**src/hdl/dac_ctrl_pkg.sv**
```systemverilog
package dac_ctrl_pkg;
    // Command codes carried in the top nibble of each word
    localparam logic [3:0] CMD_WRITE_INPUT  = 4'h1;
    localparam logic [3:0] CMD_UPDATE_DAC   = 4'h2;
    localparam logic [3:0] CMD_WRITE_UPDATE = 4'h3;
    localparam logic [3:0] CMD_POWERDOWN    = 4'h4;
    localparam logic [3:0] CMD_STROBE_MASK  = 4'h5;
    localparam logic [3:0] CMD_SOFT_RESET   = 4'h6;
    localparam logic [3:0] CMD_REF_SETUP    = 4'h7;
    // Field positions inside the 24-bit command word
    localparam int CMD_MSB  = 23;
    localparam int CMD_LSB  = 20;
    localparam int ADDR_MSB = 19;
    localparam int ADDR_LSB = 16;
    localparam int DATA_MSB = 15;
    localparam int DATA_LSB = 0;
    localparam int MASK_MSB = 3;
    localparam int REF_BIT  = 0;
    // Channel and data widths
    localparam int NUM_CHANNELS = 8;
    localparam int DATA_WIDTH   = 16;
    // Power-down mode encodings
    localparam logic [1:0] PD_NORMAL   = 2'h0;
    localparam logic [1:0] PD_GROUND1K = 2'h1;
    localparam logic [1:0] PD_TRISTATE = 2'h3;
    // Reset values
    localparam logic [3:0]  STROBE_MASK_RESET = 4'h0;
    localparam logic        REF_SETUP_RESET   = 1'h0;
    localparam logic [15:0] ZERO_SCALE        = 16'h0000;
    localparam logic [15:0] MID_SCALE         = 16'h8000;
    // Timing
    localparam int CLOCK_MHZ          = 200;
    localparam int RECOVERY_NS        = 2500;
    localparam int RECOVERY_CYCLES    = (RECOVERY_NS * CLOCK_MHZ + 999) / 1000;
    localparam int RESET_MIN_NS       = 2000;
    localparam int RESET_MIN_CYCLES   = (RESET_MIN_NS * CLOCK_MHZ + 999) / 1000;
    localparam int POR_CYCLES         = 16;

    // Decoded command word from the serial front end
    typedef struct packed {
        logic [3:0]  command;
        logic [3:0]  address;
        logic [15:0] data;
    } command_word_t;

    // State of one channel output stage
    typedef struct packed {
        logic        valid;
        logic [1:0]  mode;
    } output_state_t;
endpackage

```
**src/hdl/channel_recovery.sv**
```systemverilog
`timescale 1ns/1ps
// Per-channel settling counter after leaving power-down
module channel_recovery #(
    parameter int CYCLES = dac_ctrl_pkg::RECOVERY_CYCLES
) (
    input  wire logic       clock,
    input  wire logic       reset,
    input  wire logic [1:0] mode,
    output logic            settled
);
    logic [11:0] count;
    logic        wasDown;

    // Count down after a return to normal mode
    always_ff @(posedge clock) begin
        if (reset) begin
            count   <= 12'h000;
            wasDown <= 1'b0;
            settled <= 1'b1;
        end else begin
            wasDown <= (mode != dac_ctrl_pkg::PD_NORMAL);
            if (mode != dac_ctrl_pkg::PD_NORMAL) begin
                count   <= 12'h000;
                settled <= 1'b0;
            end else if (wasDown) begin
                count   <= 12'(CYCLES - 1);
                settled <= 1'b0;
            end else if (count != 12'h000) begin
                count <= count - 12'h001;
            end else begin
                settled <= 1'b1; // RL6
            end
        end
    end

    a_recovery_wait: assert property (@(posedge clock) disable iff (reset)
        $fell(mode != dac_ctrl_pkg::PD_NORMAL) |-> !settled [*8]) // RL6
        else $error("settled too early after power-down");
endmodule

```
**src/hdl/octal_dac_update_control.sv**
```systemverilog
`timescale 1ns/1ps
// What this block does
// RL1 - Command 0100 sets two power-down mode bits per channel.
// RL2 - Mode 00 means channel runs normally, amplifier drives output.
// RL3 - Mode 01 grounds output through 1k; mode 11 tristates it.
// RL4 - Channel 7 in top two bits down to channel 0; ignore DB18-16.
// RL5 - Power-down keeps DAC registers, and they still accept updates.
// RL6 - Leaving power-down waits 2.5 us before output is valid.
// RL7 - Each channel has an input register and a DAC register.
// RL8 - Command 0001 with strobe low updates input and DAC registers.
// RL9 - Strobe high: input only; later falling edge copies unmasked channels.
// RL10 - Command 0010 copies selected inputs to DAC registers, any strobe.
// RL11 - Command 0011 writes input and DAC registers, any strobe.
// RL12 - Command 0101 loads the 4-bit strobe mask; address ignored.
// RL13 - Mask resets to 0; mask 1 makes channel see strobe as high.
// RL14 - Strobe permanently low ignores mask and updates transparently.
// RL15 - Reset pin clears outputs to zero or midscale by select pin.
// RL16 - Reset blocks updates; cleared value holds until reprogrammed.
// RL17 - Command 0110 returns the DAC to its power-on reset code.
// RL18 - Strobe and reset pin activity is ignored during power-on reset.
// RL19 - Power-up level is zero scale or midscale by select pin.
// RL20 - Command 0111 DB0 sets reference off when 1, on when 0.
// RL21 - Command 0001 writes input registers of addressed channels.
// RL22 - Master sends command byte, then high byte, then low byte.
// RL23 - Undefined command codes change nothing.
module octal_dac_update_control #(
    parameter int CHANNELS = dac_ctrl_pkg::NUM_CHANNELS,
    parameter int WIDTH    = dac_ctrl_pkg::DATA_WIDTH,
    parameter int POR      = dac_ctrl_pkg::POR_CYCLES
) (
    input  wire logic                        clock,
    input  wire logic                        reset,
    input  wire dac_ctrl_pkg::command_word_t commandWord,
    input  wire logic                        commandValid,
    input  wire logic                        load_strobe_n,
    input  wire logic                        hardReset_n,
    input  wire logic                        reset_level_select,
    output logic [CHANNELS*WIDTH-1:0]        channel_output,
    output logic [CHANNELS-1:0]              powerdown_mode_hi,
    output logic [CHANNELS-1:0]              powerdown_mode_lo,
    output logic [CHANNELS-1:0]              outputValid,
    output logic [CHANNELS-1:0]              outputGround,
    output logic [CHANNELS-1:0]              outputTristate,
    output logic                             referenceOff
);
    logic [WIDTH-1:0]          inputReg [CHANNELS];
    logic [WIDTH-1:0]          dacReg   [CHANNELS];
    logic [1:0]                pdMode   [CHANNELS];
    logic [CHANNELS-1:0]       settled;
    logic [3:0]                strobeMask;
    logic                      strobeMeta, strobeSync, strobePrev;
    logic                      rstMeta, rstSync;
    logic                      selMeta, selSync;
    logic [7:0]                porCount;
    logic                      porActive;
    logic [11:0]               lowCount;
    logic                      strobeTied;
    logic                      strobeFall;
    logic                      clearActive;
    logic [WIDTH-1:0]          clearCode;

    // Mask bit for channel: four bits cover eight channels in pairs
    function automatic logic maskFor(input logic [3:0] m, input int ch);
        return m[ch % 4];
    endfunction

    // Two-flop synchronisers for pins
    always_ff @(posedge clock) begin
        if (reset) begin
            strobeMeta <= 1'b1;
            strobeSync <= 1'b1;
            strobePrev <= 1'b1;
            rstMeta    <= 1'b1;
            rstSync    <= 1'b1;
            selMeta    <= 1'b0;
            selSync    <= 1'b0;
        end else begin
            strobeMeta <= load_strobe_n;
            strobeSync <= strobeMeta;
            strobePrev <= strobeSync;
            rstMeta    <= hardReset_n;
            rstSync    <= rstMeta;
            selMeta    <= reset_level_select;
            selSync    <= selMeta;
        end
    end

    // Power-on reset interval
    always_ff @(posedge clock) begin
        if (reset) begin
            porCount  <= 8'(POR);
            porActive <= 1'b1;
        end else if (porCount != 8'h00) begin
            porCount <= porCount - 8'h01;
        end else begin
            porActive <= 1'b0;
        end
    end

    // Strobe held low a long time counts as tied low
    always_ff @(posedge clock) begin
        if (reset) begin
            lowCount   <= 12'h000;
            strobeTied <= 1'b0;
        end else if (strobeSync) begin
            lowCount   <= 12'h000;
            strobeTied <= 1'b0;
        end else if (lowCount != 12'hFFF) begin
            lowCount <= lowCount + 12'h001;
        end else begin
            strobeTied <= 1'b1; // RL14
        end
    end

    assign strobeFall  = strobePrev && !strobeSync && !porActive; // RL18
    assign clearActive = !rstSync && !porActive; // RL18
    assign clearCode   = selSync ? dac_ctrl_pkg::MID_SCALE
                                 : dac_ctrl_pkg::ZERO_SCALE; // RL15 RL19

    // Mask and reference registers
    always_ff @(posedge clock) begin
        if (reset) begin
            strobeMask   <= dac_ctrl_pkg::STROBE_MASK_RESET; // RL13
            referenceOff <= dac_ctrl_pkg::REF_SETUP_RESET;
        end else if (commandValid) begin // RL23
            // Codes outside the table match no branch and change nothing
            if (commandWord.command == dac_ctrl_pkg::CMD_STROBE_MASK)
                strobeMask <= commandWord.data[dac_ctrl_pkg::MASK_MSB:0]; // RL12
            if (commandWord.command == dac_ctrl_pkg::CMD_REF_SETUP)
                referenceOff <= commandWord.data[dac_ctrl_pkg::REF_BIT]; // RL20
            if (commandWord.command == dac_ctrl_pkg::CMD_SOFT_RESET) begin
                strobeMask   <= dac_ctrl_pkg::STROBE_MASK_RESET; // RL17
                referenceOff <= dac_ctrl_pkg::REF_SETUP_RESET;
            end
        end
    end

    generate
        for (genvar ch = 0; ch < CHANNELS; ch++) begin : g_ch
            logic addressed;
            logic effLow;
            assign addressed = commandWord.address[ch % 4] ||
                               (commandWord.address == 4'(ch));
            // Channel sees strobe as high if masked, unless pin tied low
            assign effLow = !strobeSync &&
                            (strobeTied || !maskFor(strobeMask, ch)); // RL13

            // Input and DAC registers
            always_ff @(posedge clock) begin
                if (reset) begin
                    inputReg[ch] <= dac_ctrl_pkg::ZERO_SCALE;
                    dacReg[ch]   <= dac_ctrl_pkg::ZERO_SCALE;
                end else if (porActive) begin
                    inputReg[ch] <= clearCode; // RL19
                    dacReg[ch]   <= clearCode;
                end else if (clearActive) begin
                    inputReg[ch] <= clearCode; // RL15
                    dacReg[ch]   <= clearCode; // RL16
                end else if (commandValid && (commandWord.command ==
                             dac_ctrl_pkg::CMD_SOFT_RESET)) begin
                    inputReg[ch] <= clearCode; // RL17
                    dacReg[ch]   <= clearCode;
                end else if (commandValid && addressed && (commandWord.command
                             == dac_ctrl_pkg::CMD_WRITE_INPUT)) begin
                    inputReg[ch] <= commandWord.data; // RL21 RL7
                    if (effLow)
                        dacReg[ch] <= commandWord.data; // RL8
                end else if (commandValid && addressed && (commandWord.command
                             == dac_ctrl_pkg::CMD_UPDATE_DAC)) begin
                    dacReg[ch] <= inputReg[ch]; // RL10
                end else if (commandValid && addressed && (commandWord.command
                             == dac_ctrl_pkg::CMD_WRITE_UPDATE)) begin
                    inputReg[ch] <= commandWord.data; // RL11
                    dacReg[ch]   <= commandWord.data;
                end else if (strobeFall && !maskFor(strobeMask, ch)) begin
                    dacReg[ch] <= inputReg[ch]; // RL9
                end
            end

            // Power-down mode, independent of DAC register contents
            always_ff @(posedge clock) begin
                if (reset || porActive) begin
                    pdMode[ch] <= dac_ctrl_pkg::PD_NORMAL;
                end else if (commandValid && (commandWord.command ==
                             dac_ctrl_pkg::CMD_SOFT_RESET)) begin
                    pdMode[ch] <= dac_ctrl_pkg::PD_NORMAL;
                end else if (commandValid && (commandWord.command ==
                             dac_ctrl_pkg::CMD_POWERDOWN)) begin
                    pdMode[ch] <= commandWord.data[2*ch +: 2]; // RL1 RL4
                end
            end

            channel_recovery #(
                .CYCLES (dac_ctrl_pkg::RECOVERY_CYCLES)
            ) u_recovery (
                .clock   (clock),
                .reset   (reset),
                .mode    (pdMode[ch]),
                .settled (settled[ch])
            );

            // Registered output stage
            always_ff @(posedge clock) begin
                if (reset) begin
                    channel_output[ch*WIDTH +: WIDTH] <= '0;
                    powerdown_mode_hi[ch] <= 1'b0;
                    powerdown_mode_lo[ch] <= 1'b0;
                    outputValid[ch]       <= 1'b0;
                    outputGround[ch]      <= 1'b0;
                    outputTristate[ch]    <= 1'b0;
                end else begin
                    channel_output[ch*WIDTH +: WIDTH] <= dacReg[ch]; // RL5
                    powerdown_mode_hi[ch] <= pdMode[ch][1];
                    powerdown_mode_lo[ch] <= pdMode[ch][0];
                    outputValid[ch]    <= (pdMode[ch] ==
                                           dac_ctrl_pkg::PD_NORMAL) &&
                                          settled[ch]; // RL2 RL6
                    outputGround[ch]   <= (pdMode[ch] ==
                                           dac_ctrl_pkg::PD_GROUND1K); // RL3
                    outputTristate[ch] <= (pdMode[ch] ==
                                           dac_ctrl_pkg::PD_TRISTATE); // RL3
                end
            end

            a_cmd3_write: assert property (@(posedge clock) disable iff (reset)
                commandValid && addressed && !porActive && !clearActive &&
                commandWord.command == dac_ctrl_pkg::CMD_WRITE_UPDATE
                |=> ##1 channel_output[ch*WIDTH +: WIDTH] ==
                    $past(commandWord.data, 2)) // RL11
                else $error("write and update did not reach output");
            a_reset_hold: assert property (@(posedge clock) disable iff (reset)
                clearActive |=> ##1 channel_output[ch*WIDTH +: WIDTH] ==
                    $past(clearCode, 2)) // RL16
                else $error("output not cleared during reset");
            a_masked_fall: assert property (@(posedge clock)
                disable iff (reset)
                strobeFall && maskFor(strobeMask, ch) && !commandValid &&
                !clearActive |=> $stable(dacReg[ch])) // RL13
                else $error("masked channel followed strobe edge");
            a_ground_mode: assert property (@(posedge clock)
                disable iff (reset)
                pdMode[ch] == dac_ctrl_pkg::PD_GROUND1K |=>
                outputGround[ch] && !outputValid[ch]) // RL3
                else $error("ground mode not shown");
        end
    endgenerate

    a_mask_load: assert property (@(posedge clock) disable iff (reset)
        commandValid && commandWord.command == dac_ctrl_pkg::CMD_STROBE_MASK
        |=> strobeMask == $past(commandWord.data[3:0])) // RL12
        else $error("mask not loaded");
    a_ref_set: assert property (@(posedge clock) disable iff (reset)
        commandValid && commandWord.command == dac_ctrl_pkg::CMD_REF_SETUP
        |=> referenceOff == $past(commandWord.data[0])) // RL20
        else $error("reference bit not set");
    a_pd_load: assert property (@(posedge clock) disable iff (reset)
        commandValid && !porActive &&
        commandWord.command == dac_ctrl_pkg::CMD_POWERDOWN
        |=> ##1 powerdown_mode_hi[7] == $past(commandWord.data[15], 2)) // RL4
        else $error("channel 7 mode not from top bits");
    a_undef_cmd: assert property (@(posedge clock) disable iff (reset)
        commandValid && commandWord.command > dac_ctrl_pkg::CMD_REF_SETUP
        |=> $stable(strobeMask) && $stable(referenceOff)) // RL23
        else $error("undefined command changed state");
    a_por_ignore: assert property (@(posedge clock) disable iff (reset)
        porActive |-> !strobeFall && !clearActive) // RL18
        else $error("pin activity seen during power-on");
    // Channel 0 written while its strobe is effectively low
    a_transparent_write: assert property (@(posedge clock)
        disable iff (reset)
        commandValid && !porActive && !clearActive &&
        commandWord.command == dac_ctrl_pkg::CMD_WRITE_INPUT &&
        commandWord.address == 4'h0 && !strobeSync &&
        (strobeTied || !strobeMask[0])
        |=> dacReg[0] == $past(commandWord.data)) // RL8
        else $error("transparent write missed DAC register");
    // Update command copies input to DAC and keeps the input register
    a_update_copy: assert property (@(posedge clock) disable iff (reset)
        commandValid && !porActive && !clearActive &&
        commandWord.command == dac_ctrl_pkg::CMD_UPDATE_DAC &&
        commandWord.address == 4'h0
        |=> dacReg[0] == $past(inputReg[0]) && $stable(inputReg[0])) // RL10
        else $error("update command did not copy input register");
    // Channel 0 in any power-down mode never shows a valid output
    a_valid_mode: assert property (@(posedge clock) disable iff (reset)
        powerdown_mode_hi[0] || powerdown_mode_lo[0] |-> !outputValid[0]) // RL2
        else $error("powered-down channel shown as valid");

    c_strobe_fall: cover property (@(posedge clock) strobeFall);
    c_hard_reset: cover property (@(posedge clock) clearActive);
    c_powerdown: cover property (@(posedge clock) commandValid &&
        commandWord.command == dac_ctrl_pkg::CMD_POWERDOWN);
    c_tied_low: cover property (@(posedge clock) strobeTied);
    c_recovered: cover property (@(posedge clock) $rose(outputValid[1]));
endmodule

```
**config.mk**
```make
export PLATFORM = sky130hd
export DESIGN_NAME = octal_dac_update_control
export DESIGN_NICKNAME = d
export VERILOG_FILES = /design/src/hdl/dac_ctrl_pkg.sv /design/src/hdl/channel_recovery.sv /design/src/hdl/octal_dac_update_control.sv
export SDC_FILE = /design/constraint.sdc
export NUM_CORES = 1
export LEC_CHECK = 0
export BUFFER_PORTS_ARGS = -buffer_cell sky130_fd_sc_hd__buf_2
export CAP_MARGIN = 20
export CORE_MARGIN = 1
export CORE_UTILIZATION = 50
export DETAILED_ROUTE_END_ITERATION = 12
export PLACE_DENSITY = 0.69
export REMOVE_ABC_BUFFERS = 1
export SLEW_MARGIN = 30
export SYNTH_ARGS = -nofsm -noshare
export SYNTH_HDL_FRONTEND = slang
export SYNTH_SLANG_ARGS = --single-unit
export TNS_END_PERCENT = 5
```
**constraint.sdc**
```tcl
create_clock -name clock -period 3.4 [get_ports clock]
set_input_delay 0.85 -clock clock [delete_from_list [all_inputs] [get_ports clock]]
set_output_delay 0.85 -clock clock [all_outputs]
set_load 0.05 [all_outputs]
```
==> flow_metrics.py, run 1 <==
metrics = {
    "synth": {
        "synthArstFlopShare_pct": 0,
        "synth_area_per_cell_sq_um": 12.2,
        "ys_seq_area_share_pct": 64.4,
        "synth_cell_types": 66,
        "ys_warn_count": 0,
        "synth_cells": 1835,
        "synth_largest_area_cell": "edfxtp_1",
        "synth_common_cells": "314 x dfxtp_1, 272 x edfxtp_1, 163 x nor2b_1, 119 x a22o_1",
        "syn_area_sq_um": 22500,
        "synth_most_common_cell": "dfxtp_1",
        "ys_ff_latch": 586,
        "synth_edf_count": 272,
        "synth_top_area_share_pct": 36.4,
        "ys_top_cells_by_area": "edfxtp_1 36%, dfxtp_1 28%, a22o_1 4.6%",
        "ys.flop_type": "dfxtp_1",
    },
    "final_layout": {
        "final_cells": 2664,
        "final_nets": 2064,
        "insertedDiodeCount": 0,
        "layout-drive-gt1-share_pct": 18.7,
        "multi_input_comb_area_sq_um": 7340,
        "area_delta_synth_final_pct": 15.8,
        "fill_cells": 3508,
        "regArea_sq_um": 14500,
    },
    "min_path": {
        "holdCritPathClass": "register to register",
    },
    "setup_path": {
        "required_ns": 3.63,
        "crit_path_end_kind": "register",
        "critPathArrivalTime_ns": 2.69,
        "cp_max_fo": 16,
        "setup.worst_path.start_class": "register",
        "criticalPathCategory": "register to register",
    },
    "outcome": {
        "status": "complete, no violations",
    },
    "grt": {
        "track_usage_pct": 21.3,
        "antenna_found_initial": 2,
        "overflow": 0,
        "grt_max_degree": 144,
        "grt_pass1_vias": 13995,
        "grt_first_pass_wirelength_um": 77200,
    },
    "floorplanning": {
        "ios": 199,
        "die_h_um": 214,
        "dieArea_sq_um": 45800,
        "start_util_pct": 50.8,
        "core-area_sq_um": 44200,
        "die_x_um": 214,
        "rows": 77,
    },
    "pwr": {
        "ir_drop_mv": 0.438,
        "p_leak_nw": 11.3,
        "p_per_area_nw_per_um2": 740,
    },
    "detailed_routing": {
        "vias": 14490,
        "vias_per_cell": 5.44,
        "drt_wl_total_um": 49000,
        "firstDrtPassIters": 5,
        "drtAntennaViolNets": 0,
        "wire_per_inst_um": 18.4,
        "drc": 0,
        "first_iter_violations": 1025,
    },
    "placement": {
        "port_buffers": 198,
        "place_hpwl_um": 31500,
        "post-place-cells": 2555,
        "routabilityCongestion": 0.917,
    },
    "flow_run": {
        "drv_cap": 0,
    },
    "cts": {
        "cts_resized": 0,
        "clkTransAtPathRegs_ns": 0.06,
        "cts_made_buffers": 58,
        "clk_path_buf_depth": 3,
        "cts-hold-fix-buffers": 0,
        "cts_tree": "built",
        "cts_setup_buffers": 0,
        "clk_latency_ns": 0.60,
        "h-tree-depth": 2,
        "clockRootBuffer": "clkbuf_16",
        "numClockSinks": 586,
    },
    "timing": {
        "rsz0062_at_grt": "false",
        "finalCritPeriodShare_pct": 72.4,
        "max_slew_margin_pct": 42.7,
        "max_clock_freq_ghz": 0.406,
        "final-setup-viol-count": 0,
        "drv_slew": 0,
        "finalHoldViolCount": 0,
        "fin_setup_tns_ns": 0,
        "worst_slew_pin_slew_ns": 0.856,
        "min_period_ns": 2.46,
        "skew_ns": 0.0106,
    },
}
logic make-up (layout without fill, tap and decap cells):
kind of cell | Yosys count | in the layout | share of synthesized area, %
AND/OR/NAND/NOR | 699 | 699 | 18.2
adder cells (fa/ha/maj) | 11 | 11 | 0.613
XOR/XNOR | 73 | 73 | 2.85
flip-flops | 586 | 586 | 64.4
AO/OA/AOI/OAI | 286 | 286 | 9.99
buffers and inverters | 159 | 396 | 3.02
multiplexers | 21 | 21 | 0.953
where the power goes:
group | internal, mW | total, mW | switching (mW) | leakage [nW]
combinational | 1.59 | 3.98 | 2.39 | 4.42
clock | 3.75 | 6.34 | 2.59 | 0.956
sequential | 8.32 | 8.92 | 0.606 | 5.88
critical path: stages, from the launching register on:
cell	delay (ns)
dfxtp_1	0.42
nor4b_1	0.59
nand2_1	0.23
a21oi_1	0.24
or3_1	0.61
flip-flops by register name, summed over array words and instances, names as in the netlist, 4 cells and up:
name	flops
g_ch.u_recovery.count	96
strobeMask	4
pdMode	16
dacReg	128
inputReg	128
outputValid	8
g_ch.u_recovery.wasDown	8
g_ch.u_recovery.settled	8
lowCount	12
outputGround	8
powerdown_mode_hi	8
channel_output	128
porCount	8
outputTristate	8
powerdown_mode_lo	8
placed cells by master (no fill, tap or decap), types with 48 or more instances in the layout:
master / netlist / layout
a22o_1: 119 / 119
and2_1: 96 / 96
and3_1: 71 / 70
buf_2: 26 / 197
buf_4: 13 / 48
clkbuf_16: 0 / 61
dfxtp_1: 314 / 314
edfxtp_1: 272 / 272
nor2_1: 96 / 96
nor2b_1: 163 / 163
nor3_1: 65 / 63
per-stage QoR:
| step | utilization (%) | instance area, sq um | hold WS, ns | setup WS [ns] | power, mW |
|---|---|---|---|---|---|
| floorplan | - | 21900 | 0.389 | -0.170 | 12.0 |
| global placement | 54.4 | 24100 | 0.397 | 0.409 | 12.9 |
| detailed placement | 54.4 | 24100 | 0.396 | 0.358 | 13.0 |
| CTS | 58.8 | 26000 | 0.400 | 0.994 | 19.4 |
| global route | 58.8 | 26000 | 0.414 | 0.827 | 20.2 |
| finish | 58.8 | 26000 | 0.408 | 0.940 | 19.2 |
metal layers:
metal	GRT usage, %	vias up	share of wire [%]
met2	34.8	465	47
met5	0	-	0.016
met3	3.67	108	6.2
met4	8.42	2	3.3
li1	-	6924	-
met1	28.3	6991	43
final timing paths:
| path | slack (ns) | start | depth (start not counted) | endpoint |
|---|---|---|---|---|
| hold reg to reg | 0.41 | rstMeta$_SDFF_PP1_ | 1 | rstSync$_SDFF_PP1_ |
| hold / removal | 0.41 | rstMeta$_SDFF_PP1_ | 1 | rstSync$_SDFF_PP1_ |
| setup reg to reg | 0.94 | porActive$_SDFFE_PP1N_ | 4 | dacReg[1][35]$_DFFE_PP_ |
| setup / recovery | 0.94 | porActive$_SDFFE_PP1N_ | 4 | dacReg[1][35]$_DFFE_PP_ |
area by class of cell:
class	count	area share (%)
timing repair buffer	247	5.30
inverter	40	0.577
clock inverter	9	0.192
multi-input combinational	1090	28.2
tap	592	2.85
clock buffer	100	7.28
sequential	586	55.6
(Power assumes the default switching activity.)
==> run 2: changes to the inputs <==
==> constraint.sdc (replaced) <==
create_clock -name clock -period 2.55 [get_ports clock]
set_input_delay 0.6375 -clock clock [delete_from_list [all_inputs] [get_ports clock]]
set_output_delay 0.6375 -clock clock [all_outputs]
set_load 0.05 [all_outputs]
==> flow_metrics.py, run 2 (synthesized netlist as in run 1, its figures left out) <==
metrics = {
    "outcome": {
        "status": "complete, no violations",
    },
    "setup_path": {
        "crit_path_end_kind": "register",
        "criticalPathCategory": "register to register",
        "required_ns": 3.05,
        "cp_max_fo": 8,
        "critPathArrivalTime_ns": 2.65,
        "setup.worst_path.start_class": "register",
    },
    "placement": {
        "port_buffers": 198,
        "place_hpwl_um": 31600,
        "place_ws_ns": -0.0192,
        "place_area_sq_um": 24400,
        "routabilityCongestion": 0.895,
    },
    "floorplanning": {
        "rows": 77,
        "die_x_um": 214,
        "ios": 199,
        "start_util_pct": 50.8,
        "die_h_um": 214,
        "core-area_sq_um": 44200,
        "dieArea_sq_um": 45800,
    },
    "detailed_routing": {
        "drtAntennaViolNets": 0,
        "vias_per_cell": 5.34,
        "vias": 14361,
        "first_iter_violations": 801,
        "drc": 0,
        "firstDrtPassIters": 4,
        "wire_per_inst_um": 17.9,
        "drt_wl_total_um": 48100,
    },
    "grt": {
        "grt_first_pass_wirelength_um": 75600,
        "met2_usage_pct": 33.1,
        "grt_util_met3_pct": 3.58,
        "track_usage_pct": 20.9,
        "overflow": 0,
        "grt_util_met1_pct": 28.3,
        "busiest_layer": "met2",
        "grt_max_degree": 84,
        "grt_pass1_vias": 13903,
        "antenna_found_initial": 2,
    },
    "pwr": {
        "p_per_area_nw_per_um2": 982,
        "power.total_mw": 25.9,
        "ir_drop_mv": 0.562,
        "p_leak_nw": 11.5,
    },
    "cts": {
        "cts-hold-fix-buffers": 0,
        "cts_tree": "built",
        "cts_made_buffers": 58,
        "cts_setup_buffers": 0,
        "cts_resized": 0,
        "clk_path_buf_depth": 3,
        "clockRootBuffer": "clkbuf_16",
        "h-tree-depth": 2,
        "clkTransAtPathRegs_ns": 0.06,
        "clk_latency_ns": 0.61,
        "numClockSinks": 586,
    },
    "timing": {
        "max_slew_margin_pct": 49.2,
        "fin_ws_ns": 0.398,
        "max_clock_freq_ghz": 0.465,
        "min_period_ns": 2.15,
        "holdWs_ns": 0.213,
        "finalCritPeriodShare_pct": 84.4,
        "skew_ns": 0.0120,
        "drv_slew": 0,
        "rsz0062_at_grt": "false",
        "final-setup-viol-count": 0,
        "worst_slew_pin_slew_ns": 0.755,
        "finalHoldViolCount": 0,
    },
    "final_layout": {
        "insertedDiodeCount": 0,
        "final_nets": 2092,
        "layout-drive-gt1-share_pct": 20.1,
        "design_area_sq_um": 26400,
        "final_core_util_pct": 59.6,
        "largest_registers": "channel_output x128, dacReg x128, inputReg x128",
        "area_delta_synth_final_pct": 17.4,
        "final_common_cell": "dfxtp_1",
        "fill_cells": 3534,
        "layout_common_cells": "314 x dfxtp_1, 272 x edfxtp_1, 197 x buf_2",
    },
    "min_path": {
        "holdCritPathClass": "input pin to register",
    },
    "flow_run": {
        "drv_cap": 0,
    },
}
-- run 2: cell types whose count changed in the layout (fill, tap and decap cells not counted) --
cell,before,now
buf_12,1,10
buf_4,48,67
bufinv_16,0,3
clkbuf_1,17,12
clkbuf_16,61,63
clkbuf_4,0,1
clkbuf_8,22,12
clkinv_1,1,0
clkinv_2,5,13
clkinv_4,0,2
clkinvlp_4,2,0
inv_6,0,1
-- run 2: layout make-up --
cell class / instances / area [sq um] / area share, %
clock buffers: 88 / 1790 / 6.80
well taps: 592 / 741 / 2.81
multi-input cells: 1090 / 7340 / 27.8
repair buffers: 275 / 1700 / 6.45
flip-flops and latches: 586 / 14500 / 54.8
inverters: 40 / 150 / 0.569
clock inverters: 20 / 188 / 0.712
-- run 2: path summary, 6_finish.rpt --
check,from,endpoint,slack (ns),cells after the start
worst min-delay path,load_strobe_n,strobeMeta$_SDFF_PP1_,0.21,2
worst max-delay path,g_ch[5].u_recovery.count[0]$_SDFFE_PP0P_,g_ch[5].u_recovery.count[7]$_SDFFE_PP0P_,0.40,7
worst max register to register,g_ch[5].u_recovery.count[0]$_SDFFE_PP0P_,g_ch[5].u_recovery.count[7]$_SDFFE_PP0P_,0.40,7
worst min register to register,rstMeta$_SDFF_PP1_,rstSync$_SDFF_PP1_,0.41,1
-- run 2: per-layer routing --
metal,routed length (um),vias up
met3,2610,94
met2,22100,369
li1,-,6980
met4,1730,2
met5,8,-
met1,21600,6916
-- run 2: per-stage QoR --
| stage | std cells | TNS, ns |
|---|---|---|
| final | 2691 | 0 |
| after global routing | 2691 | 0 |
| after CTS | 2691 | 0 |
| after detailed placement | 2583 | -0.0192 |
| after global placement | 2583 | 0 |
| after floorplan | 1716 | -85.30 |
-- run 2: worst max-delay path: stages, from the launching register on --
cell and delay, ns:
dfxtp_1 0.33, inv_1 0.10, ha_1 0.18, nor3b_1 0.50, nand4_1 0.44, nand3_1 0.24
xnor2_1 0.08, o21a_1 0.17
-- run 2: report_power, final --
part           internal, mW  switching (mW)  leakage [nW]
Sequential             11.1           0.782          5.88
Combinational          2.19            3.20          4.61
Clock                  5.15            3.49         0.992
Total                  18.4            7.47          11.5
